===== src/ocl_pkg.sv =====
// constants, register map and field layout of the overcurrent limit and sum compare block
// assumes a 16-bit register port fed by the serial interface logic on the same clock
// Summary of operation
// - each single conversion checked against critical limit
// - averaged value checked against warning limit
// - limit value in bits 15:3, 2:0 reserved
// - host reads and writes every limit field
// - limits reset to largest positive value 7ff8
// - sum adds only selected channels' single conversions
// - sum updated after each complete channel cycle
// - sum least significant bit weighs 40 uV
// - sum: sign 15, data 14:1, bit0 zero
// - sign one means negative two's complement
// - sum reads zero after reset
// - sum compared with sum limit each cycle
// - sum limit: sign, 14:1 data, 40 uV
// - sum limit resets to 7ffe
// - select bits only steer summation
// - critical excess sets flag and critical alert
// - sum excess sets flag and critical alert
// - flags clear on mask read, not write
package ocl_pkg;
  localparam int          NCH          = 3;
  localparam int          AW           = 8;
  localparam int          DW           = 16;
  localparam int          LIM_W        = 13;
  localparam int          TOT_W        = 15;
  localparam int          LIM_MSB      = 15;
  localparam int          LIM_LSB      = 3;
  localparam int          TOT_MSB      = 15;
  localparam int          TOT_LSB      = 1;
  localparam int          SEL_LSB      = 12;
  localparam int          CF_LSB       = 7;
  localparam int          SF_BIT       = 6;
  localparam int          WF_LSB       = 3;
  localparam int          LSB_UV       = 40;
  localparam logic [AW-1:0] ADDR_CRIT [NCH] = '{8'h07, 8'h09, 8'h0b};
  localparam logic [AW-1:0] ADDR_WARN [NCH] = '{8'h08, 8'h0a, 8'h0c};
  localparam logic [AW-1:0] ADDR_TOTAL   = 8'h0d;
  localparam logic [AW-1:0] ADDR_TLIM    = 8'h0e;
  localparam logic [AW-1:0] ADDR_MASK    = 8'h0f;
  localparam logic [DW-1:0] LIM_RST      = 16'h7ff8;
  localparam logic [DW-1:0] TLIM_RST     = 16'h7ffe;
  localparam logic [TOT_W-1:0] TOT_RST   = 15'h0000;
  localparam logic [NCH-1:0] FLG_RST     = 3'h0;
  localparam logic [DW-1:0] ZERO_W       = 16'h0000;
  localparam logic [1:0]    CH_NONE      = 2'h3;
endpackage


===== src/ocl_top.sv =====
// limit registers, shunt sum and alert flags of a three-channel current monitor
// assumes conversion, average and cycle strobes come from the engine on CLK,
// and register accesses arrive already decoded from the serial interface
`timescale 1ns/1ps
`default_nettype none
module ocl_top (
  input  wire logic                    CLK,
  input  wire logic                    RST_N,
  input  wire logic [ocl_pkg::AW-1:0]  REG_ADDR,
  input  wire logic                    REG_WR,
  input  wire logic                    REG_RD,
  input  wire logic [ocl_pkg::DW-1:0]  REG_WDATA,
  output var  logic [ocl_pkg::DW-1:0]  REG_RDATA,
  input  wire logic                    CONV_VALID,
  input  wire logic [1:0]              CONV_CHAN,
  input  wire logic [ocl_pkg::DW-1:0]  CONV_SHUNT,
  input  wire logic                    AVG_VALID,
  input  wire logic [1:0]              AVG_CHAN,
  input  wire logic [ocl_pkg::DW-1:0]  AVG_SHUNT,
  input  wire logic                    CYCLE_DONE,
  output var  logic [ocl_pkg::NCH-1:0] CRIT_FLAGS,
  output var  logic [ocl_pkg::NCH-1:0] WARN_FLAGS,
  output var  logic                    TOTAL_FLAG,
  output var  logic                    CRIT_ALERT,
  output var  logic                    WARN_ALERT
);
  import ocl_pkg::*;

  // limit or measurement field at the 40 uV weight, reserved bits dropped
  function automatic logic signed [LIM_W-1:0] lim_field(input logic [DW-1:0] r);
    return r[LIM_MSB:LIM_LSB];
  endfunction

  // channel 1 sits at the highest bit of each three-bit group of the mask register
  function automatic logic [NCH-1:0] ch_order(input logic [NCH-1:0] v);
    return {v[0], v[1], v[2]};
  endfunction

  // one-hot address hit to channel index; hits are one-hot, so no priority is needed
  function automatic int ch_index(input logic [NCH-1:0] hot);
    int idx;
    idx = 0;
    for (int i = NCH - 1; i >= 0; i--) begin
      if (hot[i]) begin
        idx = i;
      end
    end
    return idx;
  endfunction

  logic [DW-1:0]          crit_q [NCH];
  logic [DW-1:0]          warn_q [NCH];
  logic [DW-1:0]          tlim_q;
  logic [TOT_W-1:0]       total_q;
  logic [TOT_W-1:0]       total_d;
  logic [TOT_W-1:0]       acc_q;
  logic [TOT_W-1:0]       acc_d;
  logic [NCH-1:0]         sel_q;
  logic [NCH-1:0]         cf_q;
  logic [NCH-1:0]         cf_d;
  logic [NCH-1:0]         wf_q;
  logic [NCH-1:0]         wf_d;
  logic                   sf_q;
  logic                   sf_d;
  logic [DW-1:0]          rdata_q;
  logic                   crit_alert_q;
  logic                   warn_alert_q;
  logic [NCH-1:0]         crit_over;
  logic [NCH-1:0]         warn_over;
  logic [NCH-1:0]         wr_crit;
  logic [NCH-1:0]         wr_warn;
  logic [NCH-1:0]         hit_crit;
  logic [NCH-1:0]         hit_warn;
  logic [TOT_W-1:0]       conv_add;
  logic                   conv_sel;
  logic                   total_over;
  logic                   mask_rd;
  logic                   mask_wr;
  logic                   tlim_wr;
  logic                   hit_total;
  logic                   hit_tlim;
  logic                   hit_mask;
  logic [DW-1:0]          mask_view;
  logic [DW-1:0]          rd_mux;
  logic [DW-1:0]          rd_lim;
  logic signed [LIM_W-1:0] conv_f;
  logic signed [LIM_W-1:0] avg_f;

  assign conv_f = lim_field(CONV_SHUNT);
  assign avg_f  = lim_field(AVG_SHUNT);

  // per-channel limit registers and their compares
  genvar ch;
  generate
    for (ch = 0; ch < NCH; ch++) begin : g_chan
      assign wr_crit[ch]  = REG_WR && (REG_ADDR == ADDR_CRIT[ch]);
      assign wr_warn[ch]  = REG_WR && (REG_ADDR == ADDR_WARN[ch]);
      assign hit_crit[ch] = (REG_ADDR == ADDR_CRIT[ch]);
      assign hit_warn[ch] = (REG_ADDR == ADDR_WARN[ch]);
      // every single conversion, not the average, so short spikes are caught
      assign crit_over[ch] = CONV_VALID && (CONV_CHAN == 2'(ch))
                             && (conv_f > lim_field(crit_q[ch]));
      assign warn_over[ch] = AVG_VALID && (AVG_CHAN == 2'(ch))
                             && (avg_f > lim_field(warn_q[ch]));

      always_ff @(posedge CLK) begin
        if (!RST_N) begin
          crit_q[ch] <= LIM_RST;
          warn_q[ch] <= LIM_RST;
        end else begin
          // reserved bits are stored but lim_field never looks at them
          if (wr_crit[ch]) begin
            crit_q[ch] <= REG_WDATA;
          end
          if (wr_warn[ch]) begin
            warn_q[ch] <= REG_WDATA;
          end
        end
      end
    end
  endgenerate

  // summation of selected single conversions
  assign conv_sel = CONV_VALID && (CONV_CHAN != CH_NONE) && sel_q[CONV_CHAN];
  // both fields weigh 40 uV per bit, so the conversion lands unshifted in the sum
  assign conv_add = conv_sel ? {{(TOT_W-LIM_W){conv_f[LIM_W-1]}}, conv_f} : TOT_RST;
  // a conversion in the closing cycle still counts toward that cycle's sum
  assign acc_d    = acc_q + conv_add;
  assign total_d  = CYCLE_DONE ? acc_d : total_q;
  // signed compare of the fresh sum, bit 0 of the limit ignored
  assign total_over = CYCLE_DONE
                      && ($signed(acc_d) > $signed(tlim_q[TOT_MSB:TOT_LSB]));

  // mask register access; writes only reach the select bits
  assign hit_total = (REG_ADDR == ADDR_TOTAL);
  assign hit_tlim  = (REG_ADDR == ADDR_TLIM);
  assign hit_mask  = (REG_ADDR == ADDR_MASK);
  assign mask_rd   = REG_RD && hit_mask;
  assign mask_wr   = REG_WR && hit_mask;
  assign tlim_wr   = REG_WR && hit_tlim;

  // new events win over the read clear so nothing is lost in that cycle
  assign cf_d = (mask_rd ? FLG_RST : cf_q) | crit_over;
  assign wf_d = (mask_rd ? FLG_RST : wf_q) | warn_over;
  assign sf_d = (mask_rd ? 1'b0 : sf_q) | total_over;

  // channel 1 at the top bit of each group; unimplemented mask bits read zero
  always_comb begin
    mask_view                 = ZERO_W;
    mask_view[SEL_LSB +: NCH] = ch_order(sel_q);
    mask_view[CF_LSB +: NCH]  = ch_order(cf_q);
    mask_view[SF_BIT]         = sf_q;
    mask_view[WF_LSB +: NCH]  = ch_order(wf_q);
  end

  assign rd_lim = (|hit_crit) ? crit_q[ch_index(hit_crit)]
                              : warn_q[ch_index(hit_warn)];
  // sum sits in 15:1 with bit 0 reading zero
  assign rd_mux = ((|hit_crit) || (|hit_warn)) ? rd_lim
                : hit_total                     ? {total_q, 1'b0}
                : hit_tlim                      ? tlim_q
                : hit_mask                      ? mask_view
                : ZERO_W;

  always_ff @(posedge CLK) begin
    if (!RST_N) begin
      acc_q   <= TOT_RST;
      total_q <= TOT_RST;
    end else begin
      acc_q   <= CYCLE_DONE ? TOT_RST : acc_d;
      total_q <= total_d;
    end
  end

  always_ff @(posedge CLK) begin
    if (!RST_N) begin
      tlim_q <= TLIM_RST;
      sel_q  <= FLG_RST;
    end else begin
      if (tlim_wr) begin
        tlim_q <= REG_WDATA;
      end
      if (mask_wr) begin
        sel_q <= ch_order(REG_WDATA[SEL_LSB +: NCH]);
      end
    end
  end

  always_ff @(posedge CLK) begin
    if (!RST_N) begin
      cf_q <= FLG_RST;
      wf_q <= FLG_RST;
      sf_q <= 1'b0;
    end else begin
      cf_q <= cf_d;
      wf_q <= wf_d;
      sf_q <= sf_d;
    end
  end

  // alerts follow the sticky flags, so they drop only after a mask read
  always_ff @(posedge CLK) begin
    if (!RST_N) begin
      crit_alert_q <= 1'b0;
      warn_alert_q <= 1'b0;
    end else begin
      crit_alert_q <= (|cf_d) || sf_d;
      warn_alert_q <= |wf_d;
    end
  end

  // read data is taken on the strobe and held until the next read
  always_ff @(posedge CLK) begin
    if (!RST_N) begin
      rdata_q <= ZERO_W;
    end else if (REG_RD) begin
      rdata_q <= rd_mux;
    end
  end

  assign REG_RDATA  = rdata_q;
  assign CRIT_FLAGS = cf_q;
  assign WARN_FLAGS = wf_q;
  assign TOTAL_FLAG = sf_q;
  assign CRIT_ALERT = crit_alert_q;
  assign WARN_ALERT = warn_alert_q;
endmodule
`default_nettype wire


===== config.mk =====
export PLATFORM = sky130hd
export DESIGN_NAME = ocl_top
export DESIGN_NICKNAME = d
export VERILOG_FILES = /design/src/ocl_pkg.sv /design/src/ocl_top.sv
export SDC_FILE = /design/constraint.sdc
export NUM_CORES = 1
export LEC_CHECK = 0
export BUFFER_PORTS_ARGS = -buffer_cell sky130_fd_sc_hd__buf_4
export CORE_MARGIN = 10
export CORE_UTILIZATION = 60
export CTS_BUF_LIST = sky130_fd_sc_hd__clkbuf_4
export DETAILED_ROUTE_END_ITERATION = 10
export PLACE_DENSITY = 0.92
export SLEW_MARGIN = 30
export SYNTH_ARGS = -nofsm -noshare
export SYNTH_HDL_FRONTEND = slang
export SYNTH_SLANG_ARGS = --single-unit

===== constraint.sdc =====
create_clock -name CLK -period 10.7 [get_ports CLK]
set_input_delay 1.605 -clock CLK [delete_from_list [all_inputs] [get_ports CLK]]
set_output_delay 1.605 -clock CLK [all_outputs]
set_load 0.1 [all_outputs]

* After elaboration in Yosys (flattened, before gate mapping)
Memory sizes are Yosys's and may differ from the RTL's.
Index checks and enable logic that the tools add are counted.
** Word-level totals
- Register bits after elaboration :: 74
- RAM bits :: 96
- Input port bits :: 67
- Word-level logic and storage cells :: 120
- Memories kept :: 2
** Cells by class
- $add $sub $neg :: 1
- Order comparisons :: 8
- Eq/ne operators :: 14
- Multiplexer cells :: 42
- Bitwise gates (word level) :: 10
- Reductions and logical operators :: 33
** Memories
- crit_q :: depth 3, bits a word 16, read ports 4, clocked after Yosys merged registers in 0, wr ports 3, line ocl_top.sv:51 : logic [DW-1:0] crit_q [NCH];
- warn_q :: depth 3, bits a word 16, read ports 4, clocked after Yosys merged registers in 0, wr ports 3, line ocl_top.sv:52 : logic [DW-1:0] warn_q [NCH];
** Operators by type and width (number)
- 16-bit 2-to-1 mux :: 10
- 13-bit greater-than comparator :: 6
- 8-bit by 4-bit equality test with 1-bit output, second input constant :: 8
- 15-bit 2-to-1 mux :: 2
- 1-bit logical AND :: 24
- 1-bit 2-to-1 mux :: 21
- 15-bit adder :: 1
- 15-bit greater-than comparator :: 1
- 2-bit 2-to-1 mux :: 6
- 3-bit OR reduction :: 4
- 8-bit by 3-bit equality test with 1-bit output, second input constant :: 1
- 1-bit bitwise OR :: 7
- 3-bit 2-to-1 mux :: 2
- 3-bit bitwise OR :: 2
- 2-bit by 1-bit equality test with 1-bit output, second input constant :: 2
- 2-bit equality test, second input constant :: 2
- 2-bit logical NOT :: 2
- 2-bit by 3-bit less-than comparator with 1-bit output, second input constant :: 1
- 1-bit binary-select mux with 2-bit select :: 1
- 1-bit logical OR :: 2
- 2-bit inequality test, second input constant :: 1
- 2-bit OR reduction :: 1
- 1-bit NOT :: 1

* Logic depth before layout (Yosys ltp)
Gate-level depths: netlist of run 1.
- Depth after elaboration :: 9
- Depth in mapped cells :: 19
- Mapped depth without buffers :: 18

* Worst setup path after synthesis of run 1
OpenSTA, ideal clock, no wires.
- Path kind :: input to register
- Start :: in CONV_CHAN[0]
- End :: reg crit_alert_q (netlist: CRIT_ALERT)
- Data arrival time :: 5.437 ns
- Slack :: 5.126 ns
- Cell stages on the path :: 19
- Buffers on the path :: 1
- Cells stage by stage :: mux2i_1 > o22ai_1 > clkbuf_1 > and3_1 > ha_1 > fa_1 > a21o_1 > a21oi_1 > o21ai_1 > a211oi_1 > o21ba_2 > nor2_1 > ha_1 > a211oi_1 > o21ai_0 > o2111a_1 > or4_1 > a32oi_1 > a41oi_1
** On the way
- Word-level cells in the longest chain between the ends :: 9
- Elaborated cells between the ends (all ways) :: 22
- Those cells by class :: add/sub (1); order compare (1); eq/ne (3); mux (3); bitwise (2); reduce/logical (12)
** RTL lines
- start, declared :: line ocl_top.sv:15 : input wire logic [1:0] CONV_CHAN,
- 1-bit binary-select mux with 2-bit select or 2-bit inequality test (tied branches) :: line ocl_top.sv:124 : assign conv_sel = CONV_VALID && (CONV_CHAN != CH_NONE) && sel_q[CONV_CHAN];
- 1-bit 2-to-1 mux (implied by the code) or 1-bit logical AND (tied branches) :: line ocl_top.sv:124
- 1-bit logical AND (*) :: line ocl_top.sv:124
- 15-bit 2-to-1 mux (*) :: line ocl_top.sv:126 : assign conv_add = conv_sel ? {{(TOT_W-LIM_W){conv_f[LIM_W-1]}}, conv_f} : TOT_RST;
- 15-bit adder (*) :: line ocl_top.sv:128 : assign acc_d = acc_q + conv_add;
- via acc_d[8] :: line ocl_top.sv:57 : logic [TOT_W-1:0] acc_d;
- 15-bit greater-than comparator (*) :: line ocl_top.sv:132 : && ($signed(acc_d) > $signed(tlim_q[TOT_MSB:TOT_LSB]));
- 1-bit logical AND (*) :: line ocl_top.sv:132
- 1-bit bitwise OR (*) :: line ocl_top.sv:145 : assign sf_d = (mask_rd ? 1'b0 : sf_q) | total_over;
- 1-bit logical OR (*) :: line ocl_top.sv:207 : crit_alert_q <= (|cf_d) || sf_d;
- end signal, assigned :: line ocl_top.sv:207
- end, declared :: line ocl_top.sv:66 : logic crit_alert_q;
Mark *: on every way through the listed nets, which the timed path passes. The rest lies on a longest branch. The select of a mux whose other input is x is not followed.
A chain may end at the register's enable or synchronous reset.

* Worst setup path in the final report of run 1
Ends and elaborated chain as after synthesis.

==> flow_summary.html, run 1 <==
<table>
<tr><th>Metric</th><th>Value</th></tr>
<tr><th colspan="2">Timing</th></tr>
<tr><td>Max-slew violation total from the final report</td><td>0</td></tr>
<tr><td>Setup repair after global routing missed its margin</td><td>no</td></tr>
<tr><td>Clock tree skew after final layout</td><td>22.9 ps</td></tr>
<tr><td>Worst hold slack across all endpoints</td><td>514 ps</td></tr>
<tr><td>Max Clock Freq</td><td>171 MHz</td></tr>
<tr><td>Hold violation count in the final report</td><td>0</td></tr>
<tr><td>Sum of negative setup slack</td><td>0 ps</td></tr>
<tr><td>Final Cycle Share</td><td>0.545</td></tr>
<tr><td>Slew @ Worst Pin</td><td>909 ps</td></tr>
<tr><td>Clock period minus final worst setup slack</td><td>5830 ps</td></tr>
<tr><td>Finish-stage setup viols</td><td>0</td></tr>
<tr><td>Remaining max-slew budget at the tightest pin</td><td>0.394</td></tr>
<tr><th colspan="2">Hold path</th></tr>
<tr><td>Worst Hold Path Cells</td><td>2</td></tr>
<tr><td>Path category of the worst min-delay check</td><td>reg2reg</td></tr>
<tr><th colspan="2">Power</th></tr>
<tr><td>Pwr dens</td><td>108 mW/mm^2</td></tr>
<tr><td>Net switching share of the total power</td><td>0.314</td></tr>
<tr><td>Comb pwr share</td><td>0.173</td></tr>
<tr><td>Reported net switching power</td><td>0.403 mW</td></tr>
<tr><td>IR Drop Worst-Case VDD</td><td>0.0663 mV</td></tr>
<tr><td>Clock power share</td><td>0.261</td></tr>
<tr><td>Cell leakage power</td><td>5.27 nW</td></tr>
<tr><td>Cell-internal power</td><td>0.881 mW</td></tr>
<tr><td>Sequential group share of total power</td><td>0.567</td></tr>
<tr><th colspan="2">Synth</th></tr>
<tr><td>Post-synthesis cell count</td><td>1153</td></tr>
<tr><td>Dominant synthesized flop cell</td><td>edfxtp_1</td></tr>
<tr><td>Portion of the post-synthesis area used by sequential elements</td><td>0.403</td></tr>
<tr><td>Number of synthesized flops with an enable pin</td><td>96</td></tr>
<tr><td>Leading cell type by number of instances after synthesis</td><td>inv_1</td></tr>
<tr><td>Post-synthesis cell type with the largest combined area</td><td>edfxtp_1</td></tr>
<tr><td>Fraction of synthesized cell area taken by the top area cell type</td><td>0.266</td></tr>
<tr><td>Mean instance size in the synthesized netlist</td><td>9.39 um^2</td></tr>
<tr><td>Ranking of synthesized cells by instance count</td><td>inv_1 (113), ha_1 (107), edfxtp_1 (96), dfxtp_1 (74)</td></tr>
<tr><td>Cell area after synthesis</td><td>0.0108 mm^2</td></tr>
<tr><td>Cell types occupying the most area after synthesis</td><td>edfxtp_1 (27%), dfxtp_1 (14%), ha_1 (12%)</td></tr>
<tr><td>Synth warn</td><td>0</td></tr>
<tr><td>Mapped Nets</td><td>1328</td></tr>
<tr><td>Number of flip-flops and latches in the synthesized netlist</td><td>170</td></tr>
<tr><td>Fraction of synthesis flops using an asynchronous set or reset pin</td><td>0</td></tr>
<tr><td>Distinct cell type count of the synthesized netlist</td><td>74</td></tr>
<tr><th colspan="2">CTS</th></tr>
<tr><td>Sink count of the clock tree</td><td>170</td></tr>
<tr><td>Clock transition at the registers of the reported paths</td><td>140 ps</td></tr>
<tr><td>Number of instances resized during post-cts repair</td><td>0</td></tr>
<tr><td>Clock H-tree levels</td><td>4</td></tr>
<tr><td>Number of buffers created by CTS</td><td>17</td></tr>
<tr><td>TritonCTS clock tree</td><td>done</td></tr>
<tr><td>CTS Hold Bufs</td><td>0</td></tr>
<tr><td>Maximum clock insertion buffer count</td><td>2</td></tr>
<tr><td>CTS root buf</td><td>clkbuf_4</td></tr>
<tr><td>Worst-Skew Late Latency</td><td>600 ps</td></tr>
<tr><td>Number of setup buffers added after CTS</td><td>0</td></tr>
<tr><th colspan="2">Placement</th></tr>
<tr><td>Dpl cells</td><td>1417</td></tr>
<tr><td>Dpl hpwl</td><td>23.2 mm</td></tr>
<tr><td>Count of buffers from port buffering</td><td>85</td></tr>
<tr><td>Global placer's final weighted congestion</td><td>1.00</td></tr>
<tr><td>DP Area</td><td>0.0116 mm^2</td></tr>
<tr><th colspan="2">Route</th></tr>
<tr><td>Final ANT Viol Nets</td><td>0</td></tr>
<tr><td>DRC</td><td>0</td></tr>
<tr><td>DR vias</td><td>9510</td></tr>
<tr><td>Uppermost layer routed</td><td>met4</td></tr>
<tr><td>Detailed-route wire length per cell</td><td>21.3 um</td></tr>
<tr><td>Met1 wire length</td><td>12.0 mm</td></tr>
<tr><td>Length of routed met2 wiring</td><td>14.3 mm</td></tr>
<tr><td>Detailed-routed wire length on met3</td><td>3.15 mm</td></tr>
<tr><td>Vias per cell</td><td>6.56</td></tr>
<tr><td>Post-Route WL</td><td>30.9 mm</td></tr>
<tr><td>Number of DRC markers in iteration 0</td><td>1204</td></tr>
<tr><td>Total iterations of the first detailed-routing run</td><td>7</td></tr>
<tr><th colspan="2">Global routing</th></tr>
<tr><td>Number of antenna violations at the first check in global routing</td><td>2</td></tr>
<tr><td>Overall overflow remaining after global route</td><td>0</td></tr>
<tr><td>Global-route total usage across every layer</td><td>0.252</td></tr>
<tr><td>Maximum number of pins on one net before global-route repair</td><td>60</td></tr>
<tr><td>Global-route wire length before repair</td><td>48.6 mm</td></tr>
<tr><td>Number of global-route vias before repair</td><td>9211</td></tr>
<tr><th colspan="2">Final layout</th></tr>
<tr><td>Fraction of layout cells with a size suffix above 1</td><td>0.143</td></tr>
<tr><td>Area grow syn2layout</td><td>9.36%</td></tr>
<tr><td>Final Non-Filler Cells</td><td>1450</td></tr>
<tr><td>Final instance area</td><td>0.0118 mm^2</td></tr>
<tr><td>Layout net count</td><td>1382</td></tr>
<tr><td>Fin util</td><td>0.664</td></tr>
<tr><th colspan="2">Status</th></tr>
<tr><td>Run status</td><td>finished clean</td></tr>
<tr><th colspan="2">Worst setup path</th></tr>
<tr><td>CP arrival</td><td>6280 ps</td></tr>
<tr><td>Maximum fanout count along the critical path</td><td>13</td></tr>
<tr><td>Required time of the critical path</td><td>11150 ps</td></tr>
<tr><td>Startpoint type of the worst setup path</td><td>input port</td></tr>
<tr><td>Worst Setup Path Type</td><td>in2reg</td></tr>
<tr><td>Capturing element type of the critical path</td><td>flip-flop</td></tr>
<tr><td>Worst reg2reg path depth</td><td>19</td></tr>
<tr><th colspan="2">Floorplanning</th></tr>
<tr><td>Placeable Area</td><td>0.0178 mm^2</td></tr>
<tr><td>Initial core utilization</td><td>0.607</td></tr>
<tr><td>Chip width</td><td>154 um</td></tr>
<tr><td>Die Span Y</td><td>154 um</td></tr>
<tr><td>Number of cell rows</td><td>49</td></tr>
<tr><td>Number of top-level pins</td><td>92</td></tr>
<tr><td>Die area</td><td>0.0238 mm^2</td></tr>
<tr><th colspan="2">Run</th></tr>
<tr><td>Max-cap viol count</td><td>0</td></tr>
</table>
## cell usage in the layout, fill, tap and decap left out, types with 22 or more instances in the layout
cell type	n
inv_1	113
buf_4	96
a21oi_1	55
a21o_1	24
nor2_1	61
o21ai_0	41
nor3_1	34
and3_1	22
dfxtp_1	74
nand2_1	60
o211ai_1	47
nand3_1	31
or3_1	39
ha_1	107
mux2i_1	22
edfxtp_1	96
## per-stage QoR
stage          power (mW)  worst slack [ps]
2_1_floorplan       0.877              5130
3_3_place_gp        0.948              4600
3_5_place_dp        0.957              4400
4_1_cts              1.28              5020
5_1_grt              1.32              4740
6_report             1.28              4870
## power by group through the flow
stage,logic (mW),clock network [mW],registers (mW)
floorplan,0.103,0,0.773
global placement,0.209,0,0.740
detailed placement,0.216,0,0.741
CTS,0.217,0.333,0.726
global route,0.239,0.356,0.730
finish,0.222,0.334,0.727
## critical path, stage by stage
cell and delay, ps:
buf_4 120, mux2i_1 200, o22ai_1 90, buf_4 190, and3_1 200, ha_1 210, fa_1 410, a21o_1 200
a21oi_1 260, o21ai_1 250, a211oi_1 510, o21ba_2 240, nor2_1 50, ha_1 320, a211oi_1 210, o21ai_0 140
o2111a_1 170, or4_1 400, a32oi_1 310, a41oi_1 180
## sequential cells by signal, indices dropped and copies added, names as in the netlist
register,count
tlim_q,16
warn_q,48
TOTAL_FLAG,1
total_q,15
CRIT_FLAGS,3
crit_q,48
WARN_FLAGS,3
WARN_ALERT,1
sel_q,3
REG_RDATA,16
acc_q,15
CRIT_ALERT,1
## final cells by class
| type | instances | area, um^2 |
|---|---|---|
| Antenna cell | 1 | 2.50 |
| Clock buffer | 18 | 135 |
| Clock inverter | 14 | 100 |
| Fill cell | 1327 | 6000 |
| Inverter | 113 | 424 |
| Multi-Input combinational cell | 809 | 5810 |
| Sequential cell | 170 | 4360 |
| Tap cell | 229 | 287 |
| Timing Repair Buffer | 96 | 721 |
## routing by layer
layer / vias to the layer above / GRT usage
met4: 0 / 0.128
met1: 4455 / 0.318
met2: 578 / 0.407
met3: 105 / 0.0435
met5: - / 0
li1: 4372 / -
## kinds of logic (layout without fill, tap and decap cells)
kind of cell | Yosys count | count (layout) | synth area share
simple gates | 374 | 374 | 0.188
compound gates | 287 | 287 | 0.183
buf+inv | 174 | 241 | 0.0631
flops | 170 | 170 | 0.403
fa+ha+maj | 108 | 108 | 0.125
mux | 32 | 32 | 0.0307
xor+xnor | 8 | 8 | 0.00647
other cells | 0 | 1 | 0
## worst paths after layout
check | startpoint | endpoint | slack, ps
setup reg to reg | sel_q[0]$_SDFFE_PN0P_ | CRIT_ALERT$_SDFF_PN0_ | 5700
hold / removal | tlim_q[15]$_SDFFE_PN0P_ | tlim_q[15]$_SDFFE_PN0P_ | 510
setup / recovery | CONV_CHAN[0] | CRIT_ALERT$_SDFF_PN0_ | 4870
hold reg to reg | tlim_q[15]$_SDFFE_PN0P_ | tlim_q[15]$_SDFFE_PN0P_ | 510
(Power assumes the default switching activity.)
==> run 2: changes to the inputs <==
--- a/config.mk
+++ b/config.mk
@@ -5,6 +5,7 @@
 export SDC_FILE = /design/constraint.sdc
 export NUM_CORES = 1
 export LEC_CHECK = 0
+export ABC_AREA = 1
 export BUFFER_PORTS_ARGS = -buffer_cell sky130_fd_sc_hd__buf_4
 export CORE_MARGIN = 10
 export CORE_UTILIZATION = 60
==> constraint.sdc (replaced) <==
create_clock -name CLK -period 5.5 [get_ports CLK]
set_input_delay 0.825 -clock CLK [delete_from_list [all_inputs] [get_ports CLK]]
set_output_delay 0.825 -clock CLK [all_outputs]
set_load 0.1 [all_outputs]
==> flow_summary.html, run 2 <==
<table>
<tr><th>Metric</th><th>Value</th></tr>
<tr><th colspan="2">Timing</th></tr>
<tr><td>Sum of negative setup slack</td><td>0 ps (unchanged)</td></tr>
<tr><td>Final Cycle Share</td><td>0.756</td></tr>
<tr><td>Setup repair after global routing missed its margin</td><td>no</td></tr>
<tr><td>Finish-stage setup viols</td><td>0 (unchanged)</td></tr>
<tr><td>Max-slew violation total from the final report</td><td>0 (unchanged)</td></tr>
<tr><td>Hold violation count in the final report</td><td>0 (unchanged)</td></tr>
<tr><td>Max Clock Freq</td><td>240 MHz</td></tr>
<tr><td>Remaining max-slew budget at the tightest pin</td><td>0.366 (-0.0285)</td></tr>
<tr><td>Clock period minus final worst setup slack</td><td>4160 ps</td></tr>
<tr><td>Crit path setup slack, layout</td><td>1340 ps (-3530 ps)</td></tr>
<tr><td>Clock tree skew after final layout</td><td>31.2 ps (+8.36 ps)</td></tr>
<tr><td>Slew @ Worst Pin</td><td>946 ps (+37.6 ps)</td></tr>
<tr><th colspan="2">Synth</th></tr>
<tr><td>Synth warn</td><td>0 (unchanged)</td></tr>
<tr><td>Fraction of synthesis flops using an asynchronous set or reset pin</td><td>0 (unchanged)</td></tr>
<tr><td>Leading cell type by number of instances after synthesis</td><td>nand2_1</td></tr>
<tr><td>Post-synthesis cell type with the largest combined area</td><td>edfxtp_1</td></tr>
<tr><td>Dominant synthesized flop cell</td><td>edfxtp_1</td></tr>
<tr><td>Portion of the post-synthesis area used by sequential elements</td><td>0.402 (-0.00121)</td></tr>
<tr><td>Number of synthesized flops with an enable pin</td><td>96 (unchanged)</td></tr>
<tr><td>Post-synthesis simple-gate area fraction</td><td>0.241 (+0.0537)</td></tr>
<tr><td>Distinct cell type count of the synthesized netlist</td><td>45 (-39%)</td></tr>
<tr><td>Fraction of synthesized cell area taken by the top area cell type</td><td>0.265 (-0.000797)</td></tr>
<tr><td>Number of flip-flops and latches in the synthesized netlist</td><td>170 (unchanged)</td></tr>
<tr><td>Share of synthesized cell area in full adder, half adder and majority cells</td><td>0.125 (-0.000376)</td></tr>
<tr><td>Compound-cell area share of the yosys netlist</td><td>0.116 (-0.0674)</td></tr>
<tr><td>Cell types occupying the most area after synthesis</td><td>edfxtp_1 (27%), dfxtp_1 (14%), nand2_1 (13%)</td></tr>
<tr><td>Mux contribution to synthesized area</td><td>0 (-0.0307)</td></tr>
<tr><td>Mean instance size in the synthesized netlist</td><td>7.82 um^2 (-17%)</td></tr>
<tr><td>Synth Area in XOR/XNOR</td><td>0.00726 (+0.000787)</td></tr>
<tr><td>Cell area after synthesis</td><td>0.0109 mm^2 (+0.30%)</td></tr>
<tr><td>Mapped Nets</td><td>1564 (+18%)</td></tr>
<tr><td>Main combinational cell family by area after synthesis</td><td>simple AND/OR/NAND/NOR gates</td></tr>
<tr><td>Ranking of synthesized cells by instance count</td><td>nand2_1 (367), inv_1 (232), ha_1 (107), nor2_1 (101), nand3_1 (97)</td></tr>
<tr><td>Post-synthesis cell count</td><td>1389 (+20%)</td></tr>
<tr><th colspan="2">Power</th></tr>
<tr><td>Sequential group share of total power</td><td>0.527 (-0.040)</td></tr>
<tr><td>Cell-internal power</td><td>1.89 mW (+110%)</td></tr>
<tr><td>IR Drop Worst-Case VDD</td><td>0.213 mV (+220%)</td></tr>
<tr><td>Cell leakage power</td><td>5.90 nW (+12%)</td></tr>
<tr><td>Clock power share</td><td>0.316 (+0.055)</td></tr>
<tr><td>Overall Power</td><td>2.67 mW (+110%)</td></tr>
<tr><td>Reported net switching power</td><td>0.782 mW (+94%)</td></tr>
<tr><td>Pwr dens</td><td>224 mW/mm^2 (+110%)</td></tr>
<tr><td>Net switching share of the total power</td><td>0.293 (-0.0209)</td></tr>
<tr><td>Comb pwr share</td><td>0.157 (-0.016)</td></tr>
<tr><th colspan="2">Route</th></tr>
<tr><td>Vias per cell</td><td>5.87 (-11%)</td></tr>
<tr><td>DRC</td><td>0 (unchanged)</td></tr>
<tr><td>DR vias</td><td>9993 (+5.1%)</td></tr>
<tr><td>Total iterations of the first detailed-routing run</td><td>7 (unchanged)</td></tr>
<tr><td>Final ANT Viol Nets</td><td>0 (unchanged)</td></tr>
<tr><td>Number of DRC markers in iteration 0</td><td>1305 (+8.4%)</td></tr>
<tr><td>Detailed-route wire length per cell</td><td>18.5 um (-13%)</td></tr>
<tr><td>Post-Route WL</td><td>31.6 mm (+2.3%)</td></tr>
<tr><th colspan="2">Final layout</th></tr>
<tr><td>Fin util</td><td>0.665 (+0.00150)</td></tr>
<tr><td>Commonest non-fill, non-tap cells in the layout</td><td>nand2_1 (367), inv_1 (232), ha_1 (107), nor2_1 (99), nand3_1 (97)</td></tr>
<tr><td>Area grow syn2layout</td><td>9.65%</td></tr>
<tr><td>Layout net count</td><td>1635 (+18%)</td></tr>
<tr><td>Fraction of layout cells with a size suffix above 1</td><td>0.114 (-0.0294)</td></tr>
<tr><td>Registers with the most flip-flops</td><td>crit_q (48), warn_q (48)</td></tr>
<tr><td>Most common library cell in the layout ignoring fill and taps</td><td>nand2_1</td></tr>
<tr><td>Number of inserted filler cells in the final layout</td><td>1397 (+5.3%)</td></tr>
<tr><th colspan="2">Floorplanning</th></tr>
<tr><td>Placeable Area</td><td>0.0179 mm^2 (+0.34%)</td></tr>
<tr><td>Die area</td><td>0.0239 mm^2 (+0.26%)</td></tr>
<tr><td>Number of top-level pins</td><td>92 (unchanged)</td></tr>
<tr><td>Initial core utilization</td><td>0.607 (about the same)</td></tr>
<tr><td>Number of cell rows</td><td>49 (unchanged)</td></tr>
<tr><td>Chip width</td><td>155 um (+0.13%)</td></tr>
<tr><td>Die Span Y</td><td>155 um (+0.13%)</td></tr>
<tr><th colspan="2">Global routing</th></tr>
<tr><td>Maximum number of pins on one net before global-route repair</td><td>42 (-30%)</td></tr>
<tr><td>Global-route wire length before repair</td><td>49.5 mm (+1.9%)</td></tr>
<tr><td>Overall overflow remaining after global route</td><td>0 (unchanged)</td></tr>
<tr><td>Number of global-route vias before repair</td><td>9613 (+4.4%)</td></tr>
<tr><td>Global-route total usage across every layer</td><td>0.260 (+0.00736)</td></tr>
<tr><td>Number of antenna violations at the first check in global routing</td><td>1 (-1)</td></tr>
<tr><th colspan="2">Worst setup path</th></tr>
<tr><td>CP arrival</td><td>4700 ps (-1580 ps)</td></tr>
<tr><td>Capturing element type of the critical path</td><td>flip-flop</td></tr>
<tr><td>Required time of the critical path</td><td>6050 ps (-5100 ps)</td></tr>
<tr><td>Worst Setup Path Type</td><td>in2reg</td></tr>
<tr><td>Startpoint type of the worst setup path</td><td>input port</td></tr>
<tr><td>Setup crit start</td><td>CONV_CHAN[1]</td></tr>
<tr><td>Maximum fanout count along the critical path</td><td>12 (-1)</td></tr>
<tr><td>Startpoint of the lowest-slack register-to-register path</td><td>sel_q[1]$_SDFFE_PN0P_</td></tr>
<tr><th colspan="2">Placement</th></tr>
<tr><td>Dpl hpwl</td><td>23.8 mm (+2.9%)</td></tr>
<tr><td>Worst slack at placement</td><td>921 ps (-3480 ps)</td></tr>
<tr><td>Global placer's final weighted congestion</td><td>0.989 (-1.4%)</td></tr>
<tr><td>Count of buffers from port buffering</td><td>85 (unchanged)</td></tr>
<tr><th colspan="2">CTS</th></tr>
<tr><td>Sink count of the clock tree</td><td>170 (unchanged)</td></tr>
<tr><td>Worst-Skew Late Latency</td><td>620 ps (+20 ps)</td></tr>
<tr><td>Number of buffers created by CTS</td><td>17 (unchanged)</td></tr>
<tr><td>CTS Hold Bufs</td><td>0 (unchanged)</td></tr>
<tr><td>Clock H-tree levels</td><td>4 (unchanged)</td></tr>
<tr><td>Maximum clock insertion buffer count</td><td>2 (unchanged)</td></tr>
<tr><td>Number of setup buffers added after CTS</td><td>0 (unchanged)</td></tr>
<tr><td>Clock transition at the registers of the reported paths</td><td>150 ps (about the same)</td></tr>
<tr><td>CTS root buf</td><td>clkbuf_4</td></tr>
<tr><td>Number of instances resized during post-cts repair</td><td>0 (unchanged)</td></tr>
<tr><td>TritonCTS clock tree</td><td>done</td></tr>
<tr><th colspan="2">Hold path</th></tr>
<tr><td>Path category of the worst min-delay check</td><td>in2reg</td></tr>
<tr><td>Start point of the worst hold path</td><td>REG_WDATA[1]</td></tr>
<tr><th colspan="2">Run</th></tr>
<tr><td>Max-cap viol count</td><td>0 (unchanged)</td></tr>
<tr><th colspan="2">Status</th></tr>
<tr><td>Run status</td><td>finished clean</td></tr>
</table>
-- run 2: cell types whose count changed in the layout (fill, tap and decap cells not counted), moves of 19 or more --
cell,before,now
or3_1,39,0
a21oi_1,55,85
nand2b_1,21,0
nor3_1,34,8
a21o_1,24,0
mux2i_1,22,0
nand2_1,60,367
and3_1,22,3
nand3_1,31,97
inv_1,113,232
nor2_1,61,99
-- run 2: worst paths after layout --
| check | to | slack, ps | cells past startpoint |
|---|---|---|---|
| max | CRIT_ALERT$_SDFF_PN0_ | 1340 | 28 |
| min | tlim_q[1]$_SDFFE_PN1P_ | 440 | 3 |
| max reg2reg | CRIT_ALERT$_SDFF_PN0_ | 1440 | 26 |
| min reg2reg | total_q[13]$_SDFFE_PN0P_ | 470 | 2 |
-- run 2: kinds of logic after synthesis --
logic type	after synthesis
compound gates	209
xor+xnor	9
fa+ha+maj	108
buf+inv	282
flops	170
simple gates	611
-- run 2: cell type report --
| type | count | area [um^2] | area share |
|---|---|---|---|
| clock inverter | 13 | 193 | 0.0162 |
| antenna | 1 | 2.50 | 0.000210 |
| tap | 229 | 287 | 0.0241 |
| timing repair buffer | 91 | 683 | 0.0574 |
| multi-input combinational | 937 | 5330 | 0.447 |
| clock buffer | 19 | 143 | 0.0120 |
| inverter | 243 | 912 | 0.0766 |
| sequential | 170 | 4360 | 0.366 |
-- run 2: critical path, cell delays in order --
cell and delay (ps):
buf_4 120, nor2_1 140, nand2_1 70, nand3_1 100, nand2_1 270, nor2_1 200, ha_1 210, fa_1 210
nand2_1 80, a21oi_1 300, nand3_1 110, nand2_1 170, nand2_1 70, nand2_1 70, xor2_1 380, inv_1 100
ha_1 310, nand2_1 60, nand2_1 40, nand2_1 60, nand2_1 60, a21oi_1 170, nand2_1 90, nand2_1 70
nand3_1 110, nand2_1 80, nor2_1 40, a21oi_1 170
-- run 2: stage by stage --
stage	hold WS, ps	area, um^2	instances
2_1_floorplan	427	10900	1389
3_3_place_gp	441	11600	1670
3_5_place_dp	443	11600	1670
4_1_cts	447	11900	1702
5_1_grt	441	11900	1703
6_report	445	11900	1703
-- run 2: layer usage --
| layer | vias up | GRT usage | wire length [um] |
|---|---|---|---|
| met5 | - | 0 | 0 |
| met4 | 0 | 0.148 | 1850 |
| met3 | 147 | 0.0710 | 4020 |
| met2 | 663 | 0.406 | 14100 |
| met1 | 4498 | 0.316 | 11600 |
| li1 | 4685 | - | - |
-- run 2: power groups by stage --
stage / Sequential (mW) / Clock [mW] / Combinational (mW)
2_1_floorplan: 1.49 / 0 / 0.206
3_3_place_gp: 1.43 / 0 / 0.390
3_5_place_dp: 1.43 / 0 / 0.410
4_1_cts: 1.41 / 0.834 / 0.412
5_1_grt: 1.41 / 0.882 / 0.459
6_report: 1.41 / 0.844 / 0.420
